[src/ias_pkg.sv]
// Constants, types and reset values for the network address source selector.
// Assumes a single clock and a synchronous active-high control-power reset.
// What this block does
// Fourth octet comes from two hex switches weighted sixteen and one.
// Switches at zero defer to stored parameters or DHCP per the source selection.
// Switch values 01h to FEh are used directly as the fourth octet.
// Switches at FFh force address 192.168.1.1 regardless of parameters and DHCP.
// A switch change takes effect only after control power is cycled.
// Another node using our address raises a duplicate address error.
// With switches supplying the octet, mask and gateway come from stored parameters.
// Four mask octets, 0 to 255, reset to 255, 255, 255, 0.
// Four gateway octets, 0 to 255, all reset to zero.
// Source selection: 0 means parameters, 2 means DHCP, reset value 2.
// Four address octets, 0 to 255, reset to 192, 168, 1, 1.
// Full-address mode takes address, mask and gateway from one source only.
// Operator sets switches to zero and selection to 0 for parameter addressing.
// Switches zero and DHCP selected take address, mask, gateway from DHCP.
// A DHCP lease is discarded when control power is removed.
// Switches are sampled once after reset and held for the power-on period.
package ias_pkg;

  typedef logic [3:0][7:0] ias_quad_type;

  typedef struct packed {
    ias_quad_type ip;
    ias_quad_type mask;
    ias_quad_type gw;
  } ias_addr_set_type;

  typedef struct packed {
    logic             valid;
    ias_addr_set_type set;
  } ias_lease_type;

  typedef struct packed {
    logic         valid;
    ias_quad_type sender_ip;
  } ias_peer_type;

  typedef enum logic [4:0] {
    IAS_SRC_NONE   = 5'h01,
    IAS_SRC_SWITCH = 5'h02,
    IAS_SRC_FIXED  = 5'h04,
    IAS_SRC_PARAM  = 5'h08,
    IAS_SRC_DHCP   = 5'h10
  } ias_src_type;

  localparam logic [7:0]   IAS_SEL_PARAM   = 8'h00;
  localparam logic [7:0]   IAS_SEL_DHCP    = 8'h02;
  localparam logic [7:0]   IAS_SEL_RESET   = 8'h02;
  localparam logic [7:0]   IAS_SW_DEFER    = 8'h00;
  localparam logic [7:0]   IAS_SW_FIXED    = 8'hff;
  localparam ias_quad_type IAS_HOST_RESET  = {8'hc0, 8'ha8, 8'h01, 8'h01};
  localparam ias_quad_type IAS_MASK_RESET  = {8'hff, 8'hff, 8'hff, 8'h00};
  localparam ias_quad_type IAS_GW_RESET    = {8'h00, 8'h00, 8'h00, 8'h00};
  localparam ias_quad_type IAS_FIXED_IP    = {8'hc0, 8'ha8, 8'h01, 8'h01};

  localparam logic [7:0]   IAS_OFF_SEL     = 8'h00;
  localparam logic [7:0]   IAS_OFF_STATUS  = 8'h04;
  localparam logic [7:0]   IAS_OFF_IRQMASK = 8'h08;
  localparam logic [7:0]   IAS_OFF_INFO    = 8'h0c;
  localparam logic [7:0]   IAS_OFF_HOST    = 8'h10;
  localparam logic [7:0]   IAS_OFF_MASK    = 8'h20;
  localparam logic [7:0]   IAS_OFF_GW      = 8'h30;
  localparam logic [7:0]   IAS_OFF_ACT_IP  = 8'h40;
  localparam logic [7:0]   IAS_OFF_ACT_MSK = 8'h44;
  localparam logic [7:0]   IAS_OFF_ACT_GW  = 8'h48;
  localparam logic [7:0]   IAS_GROUP_MASK  = 8'hf0;

  localparam int unsigned  IAS_ST_CONFLICT = 0;
  localparam int unsigned  IAS_ST_LEASE    = 1;
  localparam int unsigned  IAS_ST_W        = 2;

  typedef struct packed {
    logic [7:0]            sel;
    ias_quad_type          host;
    ias_quad_type          mask;
    ias_quad_type          gw;
    logic [7:0]            sw;
    logic                  sw_taken;
    ias_lease_type         lease;
    logic [IAS_ST_W-1:0]   status;
    logic [IAS_ST_W-1:0]   irq_mask;
    logic                  ack;
    logic [31:0]           rdata;
    ias_addr_set_type      active;
    logic                  active_valid;
    ias_src_type           src;
  } ias_state_type;

  localparam ias_state_type IAS_STATE_RESET = '{
    sel:          IAS_SEL_RESET,
    host:         IAS_HOST_RESET,
    mask:         IAS_MASK_RESET,
    gw:           IAS_GW_RESET,
    sw:           8'h00,
    sw_taken:     1'b0,
    lease:        '0,
    status:       '0,
    irq_mask:     '0,
    ack:          1'b0,
    rdata:        32'h0000_0000,
    active:       '0,
    active_valid: 1'b0,
    src:          IAS_SRC_NONE
  };

endpackage

[src/ias_address_select.sv]
// Network address source selector with a classic Wishbone register slave.
// Assumes switch, lease and peer inputs are synchronous to clk_i; rst_i is the control-power reset.
//
// Implementation choices: the address map and the Wishbone register port.
`timescale 1ns/1ps
module ias_address_select
  import ias_pkg::*;
(
  // Clock and reset.
  input  wire logic             clk_i,
  input  wire logic             rst_i,
  // Wishbone slave.
  input  wire logic             wb_cyc_i,
  input  wire logic             wb_stb_i,
  input  wire logic             wb_we_i,
  input  wire logic [7:0]       wb_adr_i,
  input  wire logic [3:0]       wb_sel_i,
  input  wire logic [31:0]      wb_dat_i,
  output logic      [31:0]      wb_dat_o,
  output logic                  wb_ack_o,
  // Rotary switches and network side.
  input  wire logic [7:0]       octet_selector_switches_i,
  input  wire ias_lease_type    dhcp_lease_i,
  input  wire ias_peer_type     peer_i,
  // Resolved configuration.
  output ias_addr_set_type      active_o,
  output logic                  active_valid_o,
  output ias_src_type           active_src_o,
  output logic                  dhcp_enable_o,
  output logic                  duplicate_host_error_o,
  output logic                  irq_o
);

  ias_state_type    st;
  ias_state_type    next_st;
  logic             req;
  logic             dhcp_mode;
  logic [1:0]       oct_idx;
  logic [31:0]      rd;
  logic [IAS_ST_W-1:0] events;
  ias_addr_set_type res_set;
  logic             res_valid;
  ias_src_type      res_src;

  always_comb begin
    next_st   = st;
    req       = wb_cyc_i & wb_stb_i & ~st.ack;
    oct_idx   = 2'd3 - wb_adr_i[3:2];
    dhcp_mode = (st.sw == IAS_SW_DEFER) && (st.sel == IAS_SEL_DHCP);
    rd        = 32'h0000_0000;
    events    = '0;
    res_set   = '0;
    res_valid = 1'b0;
    res_src   = IAS_SRC_NONE;

    // Switches are caught once after reset and then frozen.
    if (!st.sw_taken) begin
      next_st.sw       = octet_selector_switches_i;
      next_st.sw_taken = 1'b1;
    end

    // Source resolution from the frozen switch value.
    if (st.sw_taken) begin
      if (st.sw == IAS_SW_FIXED) begin
        res_set.ip   = IAS_FIXED_IP;
        res_set.mask = st.mask;
        res_set.gw   = st.gw;
        res_valid    = 1'b1;
        res_src      = IAS_SRC_FIXED;
      end else if (st.sw != IAS_SW_DEFER) begin
        res_set.ip   = {st.host[3], st.host[2], st.host[1], st.sw};
        res_set.mask = st.mask;
        res_set.gw   = st.gw;
        res_valid    = 1'b1;
        res_src      = IAS_SRC_SWITCH;
      end else if (st.sel == IAS_SEL_PARAM) begin
        res_set.ip   = st.host;
        res_set.mask = st.mask;
        res_set.gw   = st.gw;
        res_valid    = 1'b1;
        res_src      = IAS_SRC_PARAM;
      end else if (st.lease.valid) begin
        res_set      = st.lease.set;
        res_valid    = 1'b1;
        res_src      = IAS_SRC_DHCP;
      end
    end
    next_st.active       = res_set;
    next_st.active_valid = res_valid;
    next_st.src          = res_src;

    // Leases are only taken in DHCP mode and are lost on reset.
    if (dhcp_mode && dhcp_lease_i.valid) begin
      next_st.lease.valid = 1'b1;
      next_st.lease.set   = dhcp_lease_i.set;
      events[IAS_ST_LEASE] = 1'b1;
    end
    if (peer_i.valid && st.active_valid && (peer_i.sender_ip == st.active.ip)) begin
      events[IAS_ST_CONFLICT] = 1'b1;
    end

    // Register read mux.
    if (wb_adr_i == IAS_OFF_SEL) begin
      rd[7:0] = st.sel;
    end else if (wb_adr_i == IAS_OFF_STATUS) begin
      rd[IAS_ST_W-1:0] = st.status;
    end else if (wb_adr_i == IAS_OFF_IRQMASK) begin
      rd[IAS_ST_W-1:0] = st.irq_mask;
    end else if (wb_adr_i == IAS_OFF_INFO) begin
      rd = {16'h0000, st.sw, 3'b000, st.src};
    end else if ((wb_adr_i & IAS_GROUP_MASK) == IAS_OFF_HOST) begin
      rd[7:0] = st.host[oct_idx];
    end else if ((wb_adr_i & IAS_GROUP_MASK) == IAS_OFF_MASK) begin
      rd[7:0] = st.mask[oct_idx];
    end else if ((wb_adr_i & IAS_GROUP_MASK) == IAS_OFF_GW) begin
      rd[7:0] = st.gw[oct_idx];
    end else if (wb_adr_i == IAS_OFF_ACT_IP) begin
      rd = st.active.ip;
    end else if (wb_adr_i == IAS_OFF_ACT_MSK) begin
      rd = st.active.mask;
    end else if (wb_adr_i == IAS_OFF_ACT_GW) begin
      rd = st.active.gw;
    end

    next_st.ack    = req;
    next_st.status = st.status;
    if (req) begin
      next_st.rdata = wb_we_i ? 32'h0000_0000 : rd;
      if (!wb_we_i && (wb_adr_i == IAS_OFF_STATUS)) begin
        next_st.status = '0;
      end
      if (wb_we_i && wb_sel_i[0]) begin
        if (wb_adr_i == IAS_OFF_SEL) begin
          // Only the two documented encodings are accepted.
          if ((wb_dat_i[7:0] == IAS_SEL_PARAM) || (wb_dat_i[7:0] == IAS_SEL_DHCP)) begin
            next_st.sel = wb_dat_i[7:0];
          end
        end else if (wb_adr_i == IAS_OFF_IRQMASK) begin
          next_st.irq_mask = wb_dat_i[IAS_ST_W-1:0];
        end else if ((wb_adr_i & IAS_GROUP_MASK) == IAS_OFF_HOST) begin
          next_st.host[oct_idx] = wb_dat_i[7:0];
        end else if ((wb_adr_i & IAS_GROUP_MASK) == IAS_OFF_MASK) begin
          next_st.mask[oct_idx] = wb_dat_i[7:0];
        end else if ((wb_adr_i & IAS_GROUP_MASK) == IAS_OFF_GW) begin
          next_st.gw[oct_idx] = wb_dat_i[7:0];
        end
      end
    end
    // A new event wins over a clearing read in the same cycle.
    next_st.status = next_st.status | events;
  end

  always_ff @(posedge clk_i) begin
    if (rst_i) begin
      st <= IAS_STATE_RESET;
    end else begin
      st <= next_st;
    end
  end

  assign wb_dat_o               = st.rdata;
  assign wb_ack_o               = st.ack;
  assign active_o               = st.active;
  assign active_valid_o         = st.active_valid;
  assign active_src_o           = st.src;
  assign dhcp_enable_o          = (st.sw == IAS_SW_DEFER) && st.sw_taken && (st.sel == IAS_SEL_DHCP);
  assign duplicate_host_error_o = st.status[IAS_ST_CONFLICT];
  assign irq_o                  = |(st.status & st.irq_mask);
endmodule

[config.mk]
export PLATFORM = sky130hd
export DESIGN_NAME = ias_address_select
export DESIGN_NICKNAME = d
export VERILOG_FILES = /design/src/ias_pkg.sv /design/src/ias_address_select.sv
export SDC_FILE = /design/constraint.sdc
export NUM_CORES = 1
export LEC_CHECK = 0
export BUFFER_PORTS_ARGS = -buffer_cell sky130_fd_sc_hd__clkbuf_2
export CORE_ASPECT_RATIO = 0.75
export CORE_MARGIN = 2
export CORE_UTILIZATION = 35
export DETAILED_ROUTE_END_ITERATION = 10
export SLEW_MARGIN = 15
export SYNTH_ARGS = -nofsm -noshare
export SYNTH_HDL_FRONTEND = slang
export SYNTH_SLANG_ARGS = --single-unit
[constraint.sdc]
create_clock -name clk_i -period 2.7 [get_ports clk_i]
set_input_delay 0.81 -clock clk_i [delete_from_list [all_inputs] [get_ports clk_i]]
set_output_delay 0.81 -clock clk_i [all_outputs]
set_load 0.02 [all_outputs]
[After elaboration in Yosys (flattened, before gate mapping)]
Index checks and enable logic that the tools add are counted.
Storage, ports and cells
  register bits: 349
  latch bits: 0
  memory bits (writable): 0
  bits in read-only memories: 0
  input bits: 187
  output and inout bits: 138
  logic and storage cells: 152
  memories: 0
Cells by class
  add/sub/neg operators: 1
  $mul: 0
  divide/modulo/power cells: 0
  order comparisons: 2
  equality and inequality tests: 13
  shifts and indexed selects: 0
  muxes and demuxes: 47
  bitwise gates (word level): 10
  reduce and logical (&&, ||, !) cells: 26
Operators with widths (number)
  $mux 96: 4
  $mux 32: 5
  $bwmux 32: 3
  $mux 24: 4
  $mux 8: 8
  $mux 30: 2
  $bmux 8 s2: 3
  $eq 32x32->1: 1
  $logic_not 8->1: 4
  $eq 8x7->1 const B: 3
  $demux 8 s2: 1
  $eq 8x2->1 const B: 2
  $eq 8x4->1 const B: 2
  $mux 2: 6
  $logic_and 1x1->1: 9
  $eq 4x2->1 const B: 2
  $eq 8x3->1 const B: 1
  $eq 8x8->1 const B: 1
  $mux 4: 2
  $reduce_and 4->1: 2
  $reduce_bool 8->1: 1
  $reduce_and 7->1: 1
  $mux 1: 6
  $mux 3: 2
  other kinds (17): 24

[Longest topological paths before layout]
  word-level depth: 12
  mapped depth: 8
  depth with buffers taken out: 5

[Worst setup path after synthesis]
No wires, ideal clock.
  kind: input port to flip-flop
  from: in wb_adr_i[4]
  to: reg st, in the netlist wb_dat_o[0]
  setup time: 122 ps
  arrival: 2414 ps
  data required time: 2578 ps
  path slack: 165 ps
  stages: 6
  path buffers: 2
  path through: buf_2 > or4_4 > nor3_2 > buf_2 > a31oi_1 > a221o_1
On the way
  longest elaborated chain between the ends: 12
  elaborated cells on any way between the ends: 21
  classes of those cells: eq/ne: 9; mux: 11; reduce/logical: 1
Ends and longest elaborated chain
  from (decl): line ias_address_select.sv:16  | input wire logic [7:0] wb_adr_i,
  $eq 8x7->1: line ias_address_select.sv:121  | end else if (wb_adr_i == IAS_OFF_ACT_GW) begin
  $mux 32: line ias_address_select.sv:121
  $mux 32: line ias_address_select.sv:119  | end else if (wb_adr_i == IAS_OFF_ACT_MSK) begin
  $mux 32: line ias_address_select.sv:117  | end else if (wb_adr_i == IAS_OFF_ACT_IP) begin
  $mux 8: line ias_address_select.sv:115  | end else if ((wb_adr_i & IAS_GROUP_MASK) == IAS_OFF_GW) begin
  $mux 8: line ias_address_select.sv:113  | end else if ((wb_adr_i & IAS_GROUP_MASK) == IAS_OFF_MASK) begin
  $mux 8: line ias_address_select.sv:111  | end else if ((wb_adr_i & IAS_GROUP_MASK) == IAS_OFF_HOST) begin
  $mux 32: line ias_address_select.sv:109  | end else if (wb_adr_i == IAS_OFF_INFO) begin
  $mux 2: line ias_address_select.sv:107  | end else if (wb_adr_i == IAS_OFF_IRQMASK) begin
  $mux 2: line ias_address_select.sv:105  | end else if (wb_adr_i == IAS_OFF_STATUS) begin
  $mux 8 (*): line ias_address_select.sv:103  | if (wb_adr_i == IAS_OFF_SEL) begin
  $mux 32 (*): line ias_address_select.sv:128  | next_st.rdata = wb_we_i ? 32'h0000_0000 : rd;
  to (signal assigned): line ias_address_select.sv:157  | st <= next_st;
  to (decl): line ias_address_select.sv:34  | ias_state_type st;
Every way passes the cells marked *; elsewhere a longest branch is shown, timed or not.
A chain may end at the register's enable or synchronous reset.

[Final worst setup path]
  from: reg st[244] in the netlist's numbering
  to: out dhcp_enable_o
On the way
  longest elaborated chain between the ends: 3
Ends and longest elaborated chain
  $logic_not 8->1: line ias_address_select.sv:166  | assign dhcp_enable_o = (st.sw == IAS_SW_DEFER) && st.sw_taken && (st.sel == IAS_SEL_DHCP);
  $logic_and 1x1->1 (2 in a row): line ias_address_select.sv:166
  to (decl): line ias_address_select.sv:29  | output logic dhcp_enable_o,
Every way passes these cells.

==> run_results.csv <==
group,metric,value,unit
status,outcome,"finished with violations",
status,violations,"negative setup slack",
layout,n_antenna_cell,0,
logic_synthesis,synthCells,1849,
timing,fin_ws,-173,ps
place,routabilityCongestion,0.961,
power_and_ir_drop,power,11800,uW
global_routing,grtUsageTotal,26.1,%
layout,drive_above_1_share,25.0,%
power_and_ir_drop,peakVddDrop,0.374,mV
routing,vias_per_cell,5.40,
timing,slew_headroom,43.1,%
die,die-area,0.0460,mm^2
die,rows,66,
power_and_ir_drop,power_density,645,mW/mm^2
routing,vias,14200,
global_routing,antenna_found_initial,0,
setup_path,crit_fanout,2,
layout,area_delta_synth_final,18.6,%
global_routing,grt_pass1_wl,87600,um
logic_synthesis,avgSynthCellArea,8.37,um^2
clock_tree,clkTransAtPathRegs,60,ps
global_routing,grt_max_degree,70,
clock_tree,cts_buffers,37,
die,initial_core_util,35.6,%
timing,max_freq,0.348,GHz
die,die_w,247,um
logic_synthesis,async_reset_ff_share,0,%
timing,rsz0062_at_grt,"yes",
place,io_buffers,297,
timing,setup_viol,1,
clock_tree,ctsRootBufferMaster,"clkbuf_16",
routing,wl,61100,um
place,dp_hpwl,47300,um
routing,dr.first_iter.drc_count,1330,
routing,ant_nets,0,
clock_tree,cts_max_level,2,
routing,first_pass_iters,5,
clock_tree,cts_hold_buf,0,
layout,nets,2210,
routing,wl_per_cell,23.3,um
setup_path,timing.setup.critical_path_class,"reg2out",
logic_synthesis,syn-cell-area,0.0155,mm^2
logic_synthesis,yosysWarningCount,0,
setup_path,cp.required,1890,ps
timing,hold_viol,0,
logic_synthesis,synth-edff-count,0,
setup_path,worstPathArrival,2060,ps
logic_synthesis,ys_ff_latch,349,
power_and_ir_drop,p_leak,0.00752,uW
timing,fin_skew,21.2,ps
routing,route.detailed.drc,0,
global_routing,grt_pass1_vias,13400,
job,timing.max_cap.violations,0,
timing,drv_slew,0,
worst_hold_path,hold_class,"reg2reg",
die,pin_count,325,
logic_synthesis,ys_seq_area_share,45.1,%
logic_synthesis,synthFlopType,"dfxtp_1",
global_routing,grt_overflow,0,
die,dieHeight,186,um
setup_path,worstSetupEndpointType,"output pin",
logic_synthesis,yosysUniqueCellTypes,54,
clock_tree,clock_latency,540,ps
clock_tree,cts.sinks,349,
timing,min_period_over_period,106,%
clock_tree,clk_path_buf_depth,3,
timing,holdWs,449,ps
timing,worstMarginPinSlew,853,ps
clock_tree,tritoncts,"done",
setup_path,worst_setup_path_start_kind,"register",
logic_synthesis,synth_nets,2036,
die,core-area,0.0435,mm^2
timing,fin_crit,2870,ps
==> metal layers <==
metal	GRT usage [%]	part of all wire (%)	up-vias
met1	37.1	44	6812
met5	0	0	-
met4	10.5	3.9	0
met3	5.71	9.6	100
li1	-	-	6566
met2	38.2	42	713
==> power by group <==
group / switching (uW) / total, uW / internal [uW] / leakage (uW)
combinational: 822 / 1260 / 440 / 0.00407
clock: 2130 / 5200 / 3080 / 0.000621
sequential: 108 / 5380 / 5270 / 0.00283
==> metrics by stage <==
step / area (um^2) / setup TNS, ps / instances / utilization, % / worst slack [ps]
after global routing: 18400 / -234 / 2629 / 42.2 / -234
after global placement: 17100 / -3320 / 2561 / 39.3 / -90.0
final: 18400 / -173 / 2629 / 42.2 / -173
after CTS: 18400 / -220 / 2629 / 42.2 / -220
after floorplan: 15500 / 0 / 1849 / - / 165
after detailed placement: 17100 / -3410 / 2561 / 39.3 / -116
==> cell usage in the layout (no fill, tap or decap), drive strengths merged, types with 24 or more instances in the layout <==
cell,netlist,layout
nand2,396,396
dfxtp,349,349
clkbuf,87,353
buf,187,115
mux2i,71,71
a221oi,24,24
a21oi,221,221
nand3,165,165
o21ai,33,33
nor2,87,87
==> repair_timing <==
action / in CTS / in global routing
cloned: 0 / 0
gates resized for setup: 2 / 2
buffers inserted: 1 / 0
hold endpoints to repair: 0 / 0
pin swaps: 2 / 3
endpoints found under the setup margin: 1 / 1
==> flip-flops by register name (all words and copies together), names as in the netlist <==
| name | flops |
|---|---|
| st | 213 |
| active_o | 96 |
| wb_dat_o | 32 |
| active_src_o | 5 |
| active_valid_o | 1 |
| duplicate_host_error_o | 1 |
| wb_ack_o | 1 |
==> critical path, cell delays in order (launching register included) <==
cell	delay (ps)
dfxtp_1	310
or4_4	560
nor4_4	330
and3_4	240
buf_8	110
==> Yosys cell counts, types with 3 or more instances <==
master,n,area (um^2)
buf_4,134,1010
a21boi_0,6,45.0
nor4_4,4,85.1
a22oi_1,16,120
mux2i_1,71,711
o22ai_1,3,18.8
or3_1,4,25.0
nor2_1,87,327
o21ai_0,33,165
and3_1,3,18.8
nand4_1,10,62.6
buf_2,41,205
o2bb2ai_1,11,96.3
or4_4,3,33.8
buf_6,4,45.0
xnor2_1,23,201
mux4_2,20,450
and2_1,15,93.8
nor2b_1,6,37.5
a32o_1,14,140
a31oi_1,14,87.6
a22o_1,9,78.8
xor2_1,9,78.8
nor3_1,5,25.0
nand3_1,162,811
nand3_2,3,30.0
dfxtp_1,349,6990
nor4_1,7,43.8
nand2_1,395,1480
inv_1,21,78.8
a221oi_1,24,210
buf_1,8,30.0
clkbuf_1,87,327
o211ai_1,4,30.0
a21oi_1,221,1110
==> final cells by class <==
type,count,area (um^2)
multi-input cells,1204,6850
inverters,22,82.6
well taps,578,723
clock buffers,59,1170
flip-flops and latches,349,6990
clock inverters,8,75.1
repair buffers,409,2470
fillers,4442,25200
==> path summary, 6_finish.rpt <==
| check | startpoint | end | slack (ps) | cells after the start |
|---|---|---|---|---|
| worst max-delay path | st[244]$_SDFFE_PP0N_ | dhcp_enable_o | -170 | 4 |
| worst min-delay path | st[325]$_SDFFE_PP0P_ | active_o[80]$_SDFF_PP0_ | 450 | 2 |
| worst max register to register | st[341]$_SDFFE_PP0P_ | active_o[94]$_SDFF_PP0_ | 290 | 6 |
| worst min register to register | st[325]$_SDFFE_PP0P_ | active_o[80]$_SDFF_PP0_ | 450 | 2 |
==> cells by family (layout without fill, tap and decap cells) <==
logic type,Yosys count,after routing,synth area share [%]
muxes,91,91,7.50
and+or+nand+nor,719,719,20.7
xor gates and xnor gates,32,32,1.81
buffers and inverters,296,498,10.9
AOI/OAI and AO/OA,362,362,13.9
DFF,349,349,45.1
(Power assumes the default switching activity.)
